==> config.mk <==
export PLATFORM = sky130hd
export DESIGN_NAME = pcpc_regs
export DESIGN_NICKNAME = d
export VERILOG_FILES = /design/src/design/pcpc_pkg.sv /design/src/design/pcpc_regs.sv /design/src/design/pcpc_clkdiv.sv /design/src/design/pcpc_addr_filter.sv
export VERILOG_INCLUDE_DIRS = /design/src /design/src/design
export SDC_FILE = /design/constraint.sdc
export NUM_CORES = 1
export LEC_CHECK = 0
export BUFFER_PORTS_ARGS = -buffer_cell sky130_fd_sc_hd__buf_2
export CAP_MARGIN = 0
export CORE_ASPECT_RATIO = 1.75
export CORE_MARGIN = 2
export CORE_UTILIZATION = 30
export DETAILED_ROUTE_END_ITERATION = 6
export PLACE_DENSITY = 0.6
export SETUP_SLACK_MARGIN = 0.3
export SYNTH_ARGS = -nofsm -noshare
export SYNTH_HDL_FRONTEND = slang
export SYNTH_SLANG_ARGS = --single-unit
==> constraint.sdc <==
create_clock -name clk_sys -period 3.1 [get_ports clk_sys]
set_input_delay 0.155 -clock clk_sys [delete_from_list [all_inputs] [get_ports clk_sys]]
set_output_delay 0.155 -clock clk_sys [all_outputs]
set_load 0.03 [all_outputs]
==> src/design/pcpc_cfg.svh <==
// Purpose: Constants of the packet, clock-output and page configuration bank
// Assumes: Wishbone byte address = 4 * printed register index, data in low byte
// Notes:   Field outputs are registered copies of these registers
// Function
// RQ1: Clock output control bit 7 gates the divided clock onto the output pin.
// RQ2: Output runs at clock over twice divisor; divisor zero passes clock; reset 01111.
// RQ3: Coding register bit 7 turns Manchester coding on for both directions.
// RQ4: Seven-bit length, reset zero: fixed payload size or variable maximum length.
// RQ5: Station identifier byte is compared against received address bytes.
// RQ6: Format bit 7 picks fixed length when clear, variable length when set.
// RQ7: Format bit 3 enables checksum generation and checking.
// RQ8: Filter field: none, identifier, plus 0x00, plus 0x00 and 0xFF.
// RQ9: Format bit 0 is read-only checksum result, one meaning pass.
// RQ10: Writing one to bit 0 clears the result flag; writing zero does nothing.
// RQ11: Page bit 7 clear flushes the receive queue on failed checksum.
// RQ12: Page bit 6 picks write queue when clear, read queue when set, in standby.
// RQ13: Page field 00 maps page 0, 01 page 1, others map nothing.
// RQ14: Page register answers at 0x1F on every page.
// RQ15: Unused bits read zero and ignore writes.
`ifndef PCPC_CFG_SVH
`define PCPC_CFG_SVH

// ----------------------------------------------------------------------------
// Register indices
// ----------------------------------------------------------------------------
`define PCPC_IDX_CLKOUT      6'h1B
`define PCPC_IDX_CODING      6'h1C
`define PCPC_IDX_STATION     6'h1D
`define PCPC_IDX_FORMAT      6'h1E
`define PCPC_IDX_PAGE        6'h1F

// ----------------------------------------------------------------------------
// Reset values
// ----------------------------------------------------------------------------
`define PCPC_RST_CLKOUT      8'hBC
`define PCPC_RST_CODING      8'h00
`define PCPC_RST_STATION     8'h00
`define PCPC_RST_FORMAT      8'h40
`define PCPC_RST_PAGE        8'h00

// ----------------------------------------------------------------------------
// Field positions and masks
// ----------------------------------------------------------------------------
`define PCPC_BIT_TOP         7
`define PCPC_BIT_QUEUE_DIR   6
`define PCPC_BIT_CRC_EN      3
`define PCPC_BIT_CRC_STAT    0
`define PCPC_MASK_CLKOUT     8'hFC
`define PCPC_MASK_CODING     8'hFF
`define PCPC_MASK_FORMAT_RW  8'hFE
`define PCPC_MASK_PAGE       8'hC3
`define PCPC_PAGE_0          2'h0
`define PCPC_PAGE_1          2'h1
`define PCPC_ADDR_ZERO       8'h00
`define PCPC_ADDR_BCAST      8'hFF
`define PCPC_DIV_ZERO        5'h00
`define PCPC_DIV_STEP        5'h01
`define PCPC_LANE_NONE       2'h0
`define PCPC_WORD_ZERO       32'h0000_0000

`endif

==> src/design/pcpc_pkg.sv <==
// Purpose: Types of the packet, clock-output and page configuration bank
// Assumes: Constants live in pcpc_cfg.svh
// Notes:   Encodings written out
package pcpc_pkg;
    typedef enum logic {
        PCPC_BUS_IDLE = 1'b0,
        PCPC_BUS_ACK  = 1'b1
    } pcpc_bus_state_type;

    typedef enum logic [1:0] {
        PCPC_FILT_NONE  = 2'b00,
        PCPC_FILT_ID    = 2'b01,
        PCPC_FILT_ID_Z  = 2'b10,
        PCPC_FILT_ID_ZB = 2'b11
    } pcpc_filter_mode_type;
endpackage

==> src/design/pcpc_regs.sv <==
// Purpose: Packet, clock-output and page configuration register bank
// Assumes: Classic Wishbone slave, 32-bit data, registers in the low byte
// Notes:   Every access answers with one ack cycle after a one-cycle wait
//
// Our own choice: register access over Wishbone.
`timescale 1ns/1ps
`include "pcpc_cfg.svh"
module pcpc_regs (
    input  wire logic        clk_sys,
    input  wire logic        rst,
    input  wire logic        wb_cyc_i,
    input  wire logic        wb_stb_i,
    input  wire logic        wb_we_i,
    input  wire logic [7:0]  wb_adr_i,
    input  wire logic [3:0]  wb_sel_i,
    input  wire logic [31:0] wb_dat_i,
    output logic [31:0]      wb_dat_o,
    output logic             wb_ack_o,
    output logic             clkout,
    output logic             manchester_enable,
    output logic [6:0]       payload_length,
    output logic [7:0]       station_identifier,
    output logic             variable_length_mode,
    output logic             crc_enable,
    output logic [1:0]       addr_filter_mode,
    output logic             flush_on_checksum_fail,
    output logic             standby_queue_direction,
    output logic [1:0]       page_select,
    output logic             crc_result,
    input  wire logic        crc_check_done,
    input  wire logic        crc_check_pass,
    output logic             rx_fifo_flush,
    input  wire logic [7:0]  rx_addr_byte,
    input  wire logic        rx_addr_valid,
    output logic             rx_addr_accept,
    output logic             rx_addr_done
);
    // ------------------------------------------------------------------------
    // Declarations
    // ------------------------------------------------------------------------
    pcpc_pkg::pcpc_bus_state_type bus_state;
    pcpc_pkg::pcpc_bus_state_type next_bus_state;
    logic [31:0] next_wb_dat_o;
    logic        next_wb_ack_o;

    logic [7:0]  clock_output_control;
    logic [7:0]  packet_coding_and_length;
    logic [7:0]  station_id_reg;
    logic [7:0]  packet_format_control;
    logic [7:0]  page_and_fifo_select;
    logic [7:0]  next_clock_output_control;
    logic [7:0]  next_packet_coding_and_length;
    logic [7:0]  next_station_id_reg;
    logic [7:0]  next_packet_format_control;
    logic [7:0]  next_page_and_fifo_select;
    logic        next_rx_fifo_flush;

    logic        req;
    logic        word_ok;
    logic        page0;
    logic        hit_clkout;
    logic        hit_coding;
    logic        hit_station;
    logic        hit_format;
    logic        hit_page;
    logic        wr_commit;
    logic [7:0]  rd_byte;
    logic        clear_crc;
    logic        div_clkout;

    // ------------------------------------------------------------------------
    // Address decode
    // ------------------------------------------------------------------------
    assign req         = wb_cyc_i && wb_stb_i;
    assign word_ok     = (wb_adr_i[1:0] == `PCPC_LANE_NONE);
    assign page0       = (page_and_fifo_select[1:0] == `PCPC_PAGE_0); // [RQ13]
    assign hit_clkout  = word_ok && page0 && (wb_adr_i[7:2] == `PCPC_IDX_CLKOUT);
    assign hit_coding  = word_ok && page0 && (wb_adr_i[7:2] == `PCPC_IDX_CODING);
    assign hit_station = word_ok && page0 && (wb_adr_i[7:2] == `PCPC_IDX_STATION);
    assign hit_format  = word_ok && page0 && (wb_adr_i[7:2] == `PCPC_IDX_FORMAT);
    assign hit_page    = word_ok && (wb_adr_i[7:2] == `PCPC_IDX_PAGE); // [RQ14]

    // ------------------------------------------------------------------------
    // Read mux
    // ------------------------------------------------------------------------
    // Page 1 registers live elsewhere; here they read as zero
    always_comb begin
        rd_byte = 8'h00;
        if (hit_clkout) begin
            rd_byte = clock_output_control & `PCPC_MASK_CLKOUT; // [RQ15]
        end else if (hit_coding) begin
            rd_byte = packet_coding_and_length;
        end else if (hit_station) begin
            rd_byte = station_id_reg;
        end else if (hit_format) begin
            rd_byte = packet_format_control; // [RQ9]
        end else if (hit_page) begin
            rd_byte = page_and_fifo_select & `PCPC_MASK_PAGE; // [RQ15]
        end
    end

    // ------------------------------------------------------------------------
    // Bus handshake
    // ------------------------------------------------------------------------
    // Write lands on the ack edge, where the master samples ack
    always_comb begin
        next_bus_state = bus_state;
        next_wb_ack_o  = 1'b0;
        next_wb_dat_o  = wb_dat_o;
        wr_commit      = 1'b0;
        case (bus_state)
            pcpc_pkg::PCPC_BUS_IDLE: begin
                if (req) begin
                    next_bus_state = pcpc_pkg::PCPC_BUS_ACK;
                    next_wb_ack_o  = 1'b1;
                    next_wb_dat_o  = {24'h000000, rd_byte};
                end
            end
            pcpc_pkg::PCPC_BUS_ACK: begin
                wr_commit      = req && wb_we_i && wb_sel_i[0];
                next_bus_state = pcpc_pkg::PCPC_BUS_IDLE;
                next_wb_dat_o  = `PCPC_WORD_ZERO;
            end
            default: begin
                next_bus_state = pcpc_pkg::PCPC_BUS_IDLE;
                next_wb_dat_o  = `PCPC_WORD_ZERO;
            end
        endcase
    end

    always_ff @(posedge clk_sys) begin
        if (rst) begin
            bus_state <= pcpc_pkg::PCPC_BUS_IDLE;
            wb_ack_o  <= 1'b0;
            wb_dat_o  <= `PCPC_WORD_ZERO;
        end else begin
            bus_state <= next_bus_state;
            wb_ack_o  <= next_wb_ack_o;
            wb_dat_o  <= next_wb_dat_o;
        end
    end

    // ------------------------------------------------------------------------
    // Register storage
    // ------------------------------------------------------------------------
    assign clear_crc = wr_commit && hit_format && wb_dat_i[`PCPC_BIT_CRC_STAT]; // [RQ10]

    always_comb begin
        next_clock_output_control     = clock_output_control;
        next_packet_coding_and_length = packet_coding_and_length;
        next_station_id_reg           = station_id_reg;
        next_packet_format_control    = packet_format_control;
        next_page_and_fifo_select     = page_and_fifo_select;
        if (wr_commit && hit_clkout) begin
            next_clock_output_control = wb_dat_i[7:0] & `PCPC_MASK_CLKOUT; // [RQ15]
        end
        if (wr_commit && hit_coding) begin
            next_packet_coding_and_length = wb_dat_i[7:0] & `PCPC_MASK_CODING;
        end
        if (wr_commit && hit_station) begin
            next_station_id_reg = wb_dat_i[7:0];
        end
        if (wr_commit && hit_format) begin
            next_packet_format_control[7:1] = wb_dat_i[7:1]; // [RQ9]
        end
        if (wr_commit && hit_page) begin
            next_page_and_fifo_select = wb_dat_i[7:0] & `PCPC_MASK_PAGE; // [RQ15]
        end
        // Fresh result beats a clear in the same cycle
        if (crc_check_done) begin
            next_packet_format_control[`PCPC_BIT_CRC_STAT] = crc_check_pass; // [RQ9]
        end else if (clear_crc) begin
            next_packet_format_control[`PCPC_BIT_CRC_STAT] = 1'b0; // [RQ10]
        end
        next_rx_fifo_flush = crc_check_done && !crc_check_pass &&
                             !page_and_fifo_select[`PCPC_BIT_TOP]; // [RQ11]
    end

    always_ff @(posedge clk_sys) begin
        if (rst) begin
            clock_output_control     <= `PCPC_RST_CLKOUT; // [RQ2]
            packet_coding_and_length <= `PCPC_RST_CODING; // [RQ4]
            station_id_reg           <= `PCPC_RST_STATION;
            packet_format_control    <= `PCPC_RST_FORMAT;
            page_and_fifo_select     <= `PCPC_RST_PAGE;
            rx_fifo_flush            <= 1'b0;
        end else begin
            clock_output_control     <= next_clock_output_control;
            packet_coding_and_length <= next_packet_coding_and_length;
            station_id_reg           <= next_station_id_reg;
            packet_format_control    <= next_packet_format_control;
            page_and_fifo_select     <= next_page_and_fifo_select;
            rx_fifo_flush            <= next_rx_fifo_flush;
        end
    end

    // ------------------------------------------------------------------------
    // Field outputs
    // ------------------------------------------------------------------------
    always_ff @(posedge clk_sys) begin
        if (rst) begin
            manchester_enable       <= 1'b0;
            payload_length          <= 7'h00;
            station_identifier      <= `PCPC_RST_STATION;
            variable_length_mode    <= 1'b0;
            crc_enable              <= 1'b0;
            addr_filter_mode        <= 2'h0;
            flush_on_checksum_fail  <= 1'b0;
            standby_queue_direction <= 1'b0;
            page_select             <= `PCPC_PAGE_0;
            crc_result              <= 1'b0;
        end else begin
            manchester_enable       <= packet_coding_and_length[`PCPC_BIT_TOP]; // [RQ3]
            payload_length          <= packet_coding_and_length[6:0]; // [RQ4]
            station_identifier      <= station_id_reg; // [RQ5]
            variable_length_mode    <= packet_format_control[`PCPC_BIT_TOP]; // [RQ6]
            crc_enable              <= packet_format_control[`PCPC_BIT_CRC_EN]; // [RQ7]
            addr_filter_mode        <= packet_format_control[2:1]; // [RQ8]
            flush_on_checksum_fail  <= page_and_fifo_select[`PCPC_BIT_TOP]; // [RQ11]
            standby_queue_direction <= page_and_fifo_select[`PCPC_BIT_QUEUE_DIR]; // [RQ12]
            page_select             <= page_and_fifo_select[1:0]; // [RQ13]
            crc_result              <= packet_format_control[`PCPC_BIT_CRC_STAT]; // [RQ9]
        end
    end

    // ------------------------------------------------------------------------
    // Clock output and address filter
    // ------------------------------------------------------------------------
    pcpc_clkdiv u_clkdiv (
        .clk_sys (clk_sys),
        .rst     (rst),
        .enable  (clock_output_control[`PCPC_BIT_TOP]),
        .divisor (clock_output_control[6:2]),
        .clkout  (div_clkout)
    ); // [RQ1] [RQ2]

    assign clkout = div_clkout;

    pcpc_addr_filter u_addr_filter (
        .clk_sys    (clk_sys),
        .rst        (rst),
        .mode       (packet_format_control[2:1]),
        .station_id (station_id_reg),
        .addr_byte  (rx_addr_byte),
        .addr_valid (rx_addr_valid),
        .accept     (rx_addr_accept),
        .done       (rx_addr_done)
    ); // [RQ5] [RQ8]
endmodule

==> src/design/pcpc_clkdiv.sv <==
// Purpose: Buffered clock output divider
// Assumes: clk_sys is the crystal clock
// Notes:   Divisor zero bypasses the divider
`timescale 1ns/1ps
`include "pcpc_cfg.svh"
module pcpc_clkdiv (
    input  wire logic       clk_sys,
    input  wire logic       rst,
    input  wire logic       enable,
    input  wire logic [4:0] divisor,
    output logic            clkout
);
    logic [4:0] count;
    logic [4:0] next_count;
    logic       phase;
    logic       next_phase;
    logic       bypass;
    logic       next_bypass;

    // ------------------------------------------------------------------------
    // Half-period counter
    // ------------------------------------------------------------------------
    always_comb begin
        next_count  = count;
        next_phase  = phase;
        next_bypass = enable && (divisor == `PCPC_DIV_ZERO); // [RQ2]
        if (!enable || divisor == `PCPC_DIV_ZERO) begin
            next_count = `PCPC_DIV_ZERO;
            next_phase = 1'b0;
        end else if (count >= divisor - `PCPC_DIV_STEP) begin
            next_count = `PCPC_DIV_ZERO;
            next_phase = !phase; // [RQ2]
        end else begin
            next_count = count + `PCPC_DIV_STEP;
        end
    end

    always_ff @(posedge clk_sys) begin
        if (rst) begin
            count  <= `PCPC_DIV_ZERO;
            phase  <= 1'b0;
            bypass <= 1'b0;
        end else begin
            count  <= next_count;
            phase  <= next_phase;
            bypass <= next_bypass;
        end
    end

    // Undivided rate cannot come from a flop; bypass gates the clock itself
    assign clkout = bypass ? clk_sys : phase; // [RQ1]
endmodule

==> src/design/pcpc_addr_filter.sv <==
// Purpose: Received address byte filter
// Assumes: addr_valid is a one-cycle strobe with addr_byte
// Notes:   Verdict registered one cycle after the strobe
`timescale 1ns/1ps
`include "pcpc_cfg.svh"
module pcpc_addr_filter (
    input  wire logic       clk_sys,
    input  wire logic       rst,
    input  wire logic [1:0] mode,
    input  wire logic [7:0] station_id,
    input  wire logic [7:0] addr_byte,
    input  wire logic       addr_valid,
    output logic            accept,
    output logic            done
);
    logic next_accept;
    logic match;

    // ------------------------------------------------------------------------
    // Comparison
    // ------------------------------------------------------------------------
    always_comb begin
        match = 1'b0;
        case (pcpc_pkg::pcpc_filter_mode_type'(mode))
            pcpc_pkg::PCPC_FILT_NONE:  match = 1'b1; // [RQ8]
            pcpc_pkg::PCPC_FILT_ID:    match = (addr_byte == station_id); // [RQ5] [RQ8]
            pcpc_pkg::PCPC_FILT_ID_Z:  match = (addr_byte == station_id) ||
                                               (addr_byte == `PCPC_ADDR_ZERO); // [RQ8]
            pcpc_pkg::PCPC_FILT_ID_ZB: match = (addr_byte == station_id) || (addr_byte == `PCPC_ADDR_ZERO) ||
                                               (addr_byte == `PCPC_ADDR_BCAST); // [RQ8]
            default:                   match = 1'b0;
        endcase
        next_accept = addr_valid ? match : accept;
    end

    always_ff @(posedge clk_sys) begin
        if (rst) begin
            accept <= 1'b0;
            done   <= 1'b0;
        end else begin
            accept <= next_accept;
            done   <= addr_valid;
        end
    end
endmodule

# After elaboration in Yosys (flattened, before gate mapping)
# Cells that the tools add are included.
[classes] n_addsub=2 n_lt_le_gt_ge=1 eq_ne=11 mux=14 bitwise_logic=1 n_reduce_logical=34
[op_table] operator="one-hot mux 32 bit (2 select lines)" n=1
[op_table] operator="two-way mux 8 bit" n=5
[op_table] operator="two-way mux 32 bit" n=1
[op_table] operator="== test 6 x 5 -> 1 bit, second input constant" n=5
[op_table] operator="logical AND 1 bit" n=18
[op_table] operator="== test 8 bit" n=1
[op_table] operator="== test 8 bit, second input constant" n=1
[op_table] operator="logical NOT 8 bit" n=1
[op_table] operator="logical NOT 2 bit" n=3
[op_table] operator="adder 5 x 1 -> 5 bit, second input constant" n=1
[op_table] operator="greater-or-equal comparator 5 bit" n=1
[op_table] operator="logical NOT 5 bit" n=1
[op_table] operator="two-way mux 1 bit" n=5
[op_table] operator="subtractor 5 x 1 -> 5 bit, second input constant" n=1
[op_table] operator="== test 2 bit, second input constant" n=2
[op_table] operator="logical NOT 1 bit" n=4
[op_table] operator="one-hot mux 1 bit (4 select lines)" n=1
[op_table] operator="OR reduction 2 bit" n=2
[op_table] operator="logical OR 1 bit" n=3
[op_table] operator="OR reduction 3 bit" n=1
[op_table] operator="== test 2 x 1 -> 1 bit, second input constant" n=1
[op_table] operator="inequality test 2 bit, second input constant" n=1
[op_table] operator="one-hot mux 1 bit (2 select lines)" n=1
[op_table] operator="nonzero test 2 bit" n=1
[op_table] operator="inverter 1 bit" n=1
[word_totals] register_bits=103 in_bits=60 output_inout_bits=62 word_cells=88

# Logic depth before layout (Yosys ltp)
# Gate-level depths: netlist of the first run.
[depth] ltp_word=9 ltp_mapped=10

# By module
# A second synthesis of the first run with hierarchy kept.
[unflattened] hier_cells=360 area_unflattened_um2=3494.6
[by_module_without_submodules] mod="pcpc_regs" n_inst=1 cells_each=287 area_per_inst_um2=2840.2
[by_module_without_submodules] mod="pcpc_clkdiv" n_inst=1 cells_each=48 area_per_inst_um2=452.9
[by_module_without_submodules] mod="pcpc_addr_filter" n_inst=1 cells_each=25 area_per_inst_um2=201.4

==> results.cfg, run 1 <==
[finish]
utilization = 0.385
layout-drive-gt1-share = 0.244
final_common_cell = dfxtp_1
nNetsFinal = 513
area_delta_synth_final_pct = 25.9
layout_common_cells = 78 x dfxtp_1, 70 x buf_2, 50 x nand2_1
antennaDiodeCount = 0
design_area_um2 = 4280

[floorplanning]
row_count = 51
die_h_um = 145
pin_count = 122
initial_core_util = 0.306
fp.dieW_um = 84.4
core_um2 = 11100
dieArea_um2 = 12200

[placed_design]
hpwl_mm = 6.57
placed_area_um2 = 3790
numPortBuffers = 70
place_congestion = 0.810

[critical_path]
worstReg2RegStart = clock_output_control[2]$_SDFFE_PP1P_
crit_path_max_incr_delay_ns = 0.25
worstRegToRegCells = 10
worstPathMaxFanout = 2
crit_top_cell = clkbuf_16
start_kind = clock port
cp-end-kind = output pin
arrival_ns = 2.22
crit_required_ns = 2.94
worst_r2r_endpoint = u_clkdiv.count[1]$_SDFF_PP0_
path_class = clk2out
critPathSlowestCell = mux2_2
reg2reg_slack_ns = 0.74
cp_cell_sequence = clkbuf_16 -> clkbuf_16 -> mux2_2 -> buf_2
path_delay_family = buffers and inverters
cp.buffers_inverters = 3

[pwr]
p_per_area_nw_per_um2 = 602
ir_drop_v = 0.000330
p_total_mw = 2.57
p_leak_nw = 1.91

[global_route]
grt_util_all_layers = 0.148
grt_pass1_vias = 2798
grt_max_degree = 24
antenna_found_initial = 0
gr-total-overflow = 0
grt_pass1_wl_mm = 13.8

[drt]
wl_met1_mm = 3.31
drt_iter0_drc = 114
drt_wl_total_mm = 8.83
antenna_left = 0
top_layer_used = met4
route.met3.wl_um = 473
wl_met2_mm = 4.72
firstDrtPassIters = 5
wl_per_cell_um = 15.1
num_vias = 2792
drc = 0
vias_per_cell = 4.79

[sta]
tightest_slew_ns = 0.725
slew_headroom = 0.514
max_freq_mhz = 424
drv_slew = 0
holdWs_ns = 0.00817
rsz0062_at_grt = false
min_period_ns = 2.37
setup_viol = 0
hold_viol_final = 0
fin_worst_skew_ns = 0.00423
post-route-period-util = 0.766
tns_ns = 0

[synth]
synth_cells = 363
synth_top_cell_by_area = dfxtp_1
yosysUniqueCellTypes = 59
synth_edf_count = 0
yosys_warnings = 0
ys_ff_latch = 78
synth_ff_type = dfxtp_1
synthArstFlopShare = 0
yosysTopAreaCellShare = 0.460
synth_area_leaders = dfxtp_1 46%, buf_4 5.7%, nand2_1 5.5%, mux2i_1 5.3%, nor2b_1 4.6%
netlist_area_um2 = 3400
ys_seq_area_frac = 0.460
syn_area_per_cell_um2 = 9.36

[min_path]
whs_endpoint = clock_output_control[2]$_SDFFE_PP1P_
min_path_cells = 3
min-delay-start = wb_dat_i[2]
worst_hold_path_type = in2reg

[cts]
clk_pin_slew_ns = 0.06
cts_setup_buffers = 0
clkLatencyLatePin_ns = 0.44
cts_resized = 0
cts_tree = yes

[outcome]
status = finished clean

[flow_run]
cap_violations = 0
## area by class of cell
class	instances	area (µm²)
clock buffer	13	305
clock inverter	7	121
fill	1137	6830
inverter	9	33.8
multi-input combinational	262	1630
sequential	78	1560
tap	132	165
timing repair buffer	82	460
## repair_timing
| item | 4_1_cts | 5_1_grt |
|---|---|---|
| setup endpoints to repair | 0 | 0 |
| endpoints found under the hold margin | 8 | 0 |
| hold buffers | 7 | 0 |
## power breakdown
group          switching, mW  total (mW)  internal, mW
clock network          0.447        1.40         0.953
registers            0.00488        1.01          1.01
logic                  0.114       0.160        0.0453
## through the flow
stage          instances  worst slack (ns)
6_report             583             0.725
4_1_cts              583             0.703
5_1_grt              583             0.517
3_5_place_dp         557             0.713
2_1_floorplan        386             0.984
3_3_place_gp         557             0.780
## cells by family (layout without fill, tap and decap cells)
logic type                 after synthesis  count (layout)  synth area share
DFF                                     78              78             0.460
xor gates and xnor gates                14              14            0.0361
muxes                                   19              19            0.0564
AOI/OAI and AO/OA                       61              61             0.122
and+or+nand+nor                        137             137             0.213
adders and majority gates                7               7            0.0258
buffers and inverters                   46             111            0.0858
other                                    1              24           0.00110
## worst max-delay path by stage
stage,startpoint,to,depth (start not counted)
floorplan,clock_output_control[2]$_SDFFE_PP1P_,u_clkdiv.count[2]$_SDFF_PP0_,10
global placement,clock_output_control[2]$_SDFFE_PP1P_,u_clkdiv.count[4]$_SDFF_PP0_,10
detailed placement,clock_output_control[2]$_SDFFE_PP1P_,u_clkdiv.count[1]$_SDFF_PP0_,10
CTS,clock_output_control[2]$_SDFFE_PP1P_,u_clkdiv.count[1]$_SDFF_PP0_,10
global route,clock_output_control[2]$_SDFFE_PP1P_,u_clkdiv.count[3]$_SDFF_PP0_,10
finish,clk_sys,clkout,4
## tightest hold or removal path, delay by kind of cell
| family | cells | cell delay, ns |
|---|---|---|
| buffers and inverters | 1 | 0.13 |
| multiplexers | 1 | 0.07 |
| AND/OR/NAND/NOR | 1 | 0.06 |
## cells in the mapped netlist (6+ instances only)
library cell and instances:
mux2i_1 18, inv_1 8, o21ai_2 6, buf_4 26
nor2_1 29, xor2_1 11, nor2b_1 25, o21ai_0 16
a21oi_1 8, dfxtp_1 78, ha_1 7, nand2_1 50
nand3_1 6
## layer usage
layer	vias to the layer above	GRT usage
met4	0	0.0952
met3	21	0.0391
met2	105	0.270
met5	-	0
met1	1291	0.146
li1	1375	-
No activity file was read; power rests on OpenSTA's default activity.
==> inputs of run 2 (changes only) <==
Settings changed: PLACE_DENSITY 0.6 to 0.62.
Clock period 3.1 ns to 2.1 ns, I/O delays scaled along.
==> run 2 against run 1 <==
Net effect:
- the flow now finishes with violations (negative setup slack)
- register-to-register slack worse by 0.76 ns
- total power is 34% higher
- die area stayed put
- global-route usage is 0.66 points higher
==> results.cfg, run 2 (same netlist as run 1, synthesis figures left out) <==
[outcome]
status = complete, but fails checks
violations = negative setup slack

[sta]
post-route-period-util = 1.01
min_period_ns = 2.12
holdWs_ns = 0.00534
hold_viol_final = 0
max_freq_mhz = 472
fin_worst_skew_ns = 0.00841
rsz0062_at_grt = true
setup_viol = 2
fin_ws_ns = -0.0181
drv_slew = 0

[critical_path]
arrival_ns = 2.50
path_class = reg2reg
start_kind = flop
worstReg2RegStart = clock_output_control[2]$_SDFFE_PP1P_
reg2reg_slack_ns = -0.02
worst_r2r_endpoint = u_clkdiv.count[0]$_SDFF_PP0_
cp-end-kind = flop
crit_required_ns = 2.48
worstRegToRegCells = 10
worstPathMaxFanout = 5

[floorplanning]
pin_count = 122
core_um2 = 11100
die_h_um = 145
row_count = 51
dieArea_um2 = 12200
fp.dieW_um = 84.4
initial_core_util = 0.306

[finish]
layout-drive-gt1-share = 0.292
fillers = 1145
nNetsFinal = 538
multiInputGateArea_um2 = 1690
antennaDiodeCount = 0
area_delta_synth_final_pct = 32.3
final_common_cell = dfxtp_1
utilization = 0.405
layout_common_cells = 76 x dfxtp_1, 69 x buf_2, 50 x nand2_1
regArea_um2 = 1560

[pwr]
share_seq_of_total_power = 0.433
p_per_area_nw_per_um2 = 770
comb_power_share = 0.072
p_sw_mw = 0.810
swShare = 0.234
internal_power_mw = 2.65
p_leak_nw = 2.01
ir_drop_v = 0.000540
clkPwrFrac = 0.495

[drt]
drt_wl_total_mm = 9.14
drt_iter0_drc = 138
drc = 0
vias_per_cell = 4.80
firstDrtPassIters = 4
num_vias = 2917
wl_per_cell_um = 15.0
antenna_left = 0

[cts]
clkLatencyLatePin_ns = 0.45
cts_tree = yes
clk_pin_slew_ns = 0.06

[global_route]
antenna_found_initial = 0
grt_pass1_vias = 2980
grt_pass1_wl_mm = 14.3
gr-total-overflow = 0
grt_util_all_layers = 0.154
grt_max_degree = 20

[min_path]
whs_endpoint = packet_format_control[2]$_SDFFE_PP0N_
worst_hold_path_type = in2reg
min_path_cells = 2
min-delay-start = rst

[placed_design]
hpwl_mm = 6.97
pre_cts_ws_ns = -0.0860
place_congestion = 0.887
numPortBuffers = 70

[flow_run]
cap_violations = 0
-- run 2: layout make-up --
type,count,area share
multi-input combinational,262,0.377
timing repair buffer,107,0.150
inverter,9,0.00752
clock buffer,16,0.0741
tap,132,0.0368
sequential,78,0.348
clock inverter,4,0.00696
-- run 2: power by group through the flow --
stage	logic (mW)	clock network, mW	registers, mW
floorplan	0.171	0.000328	1.54
global placement	0.225	0.000331	1.53
detailed placement	0.229	0.000331	1.53
CTS	0.247	1.75	1.50
global route	0.269	1.81	1.50
finish	0.249	1.71	1.50
-- run 2: per-stage QoR --
stage | TNS, ns | total power, mW | instances | area, µm²
after CTS | -0.101 | 3.49 | 606 | 4470
after floorplan | 0 | 1.71 | 386 | 3520
after global placement | 0 | 1.76 | 571 | 3930
final | -0.0198 | 3.46 | 608 | 4490
after global routing | -0.499 | 3.58 | 608 | 4490
after detailed placement | -0.269 | 1.76 | 571 | 3930
-- run 2: worst max-delay path by stage --
stage / startpoint / end / slack [ns] / cells after the start
3_5_place_dp: clock_output_control[2]$_SDFFE_PP1P_ / u_clkdiv.count[0]$_SDFF_PP0_ / -0.09 / 10
2_1_floorplan: clock_output_control[2]$_SDFFE_PP1P_ / u_clkdiv.count[0]$_SDFF_PP0_ / 0.09 / 10
4_1_cts: clock_output_control[2]$_SDFFE_PP1P_ / u_clkdiv.count[0]$_SDFF_PP0_ / -0.04 / 10
6_report: clock_output_control[2]$_SDFFE_PP1P_ / u_clkdiv.count[0]$_SDFF_PP0_ / -0.02 / 10
5_1_grt: clock_output_control[2]$_SDFFE_PP1P_ / u_clkdiv.count[1]$_SDFF_PP0_ / -0.10 / 10
3_3_place_gp: clock_output_control[2]$_SDFFE_PP1P_ / u_clkdiv.count[0]$_SDFF_PP0_ / 0.002 / 10
-- run 2: metal layers --
metal | vias up | GRT usage | share of wire | wire length [µm]
met5 | - | 0 | 0 | 0
met1 | 1352 | 0.152 | 0.37 | 3360
met4 | 0 | 0.124 | 0.058 | 531
met2 | 113 | 0.272 | 0.52 | 4760
met3 | 32 | 0.0386 | 0.053 | 489
li1 | 1420 | - | - | -
-- run 2: what timing repair did --
item,4_1_cts,5_1_grt
resized for setup,5,2
hold endpoints to repair,31,0
pin swaps,5,6
hold buffers,12,0
setup buffers,4,2
endpoints found under the setup margin,15,11
-- run 2: worst max-delay path: stages, from the launching register on --
cell      delay [ns]
dfxtp_2         0.32
inv_2           0.08
ha_4            0.15
nand2b_4        0.05
or3_4           0.36
and2_4          0.15
ha_4            0.21
a21o_1          0.20
a31oi_4         0.16
nand4_1         0.21
nor2_1          0.15
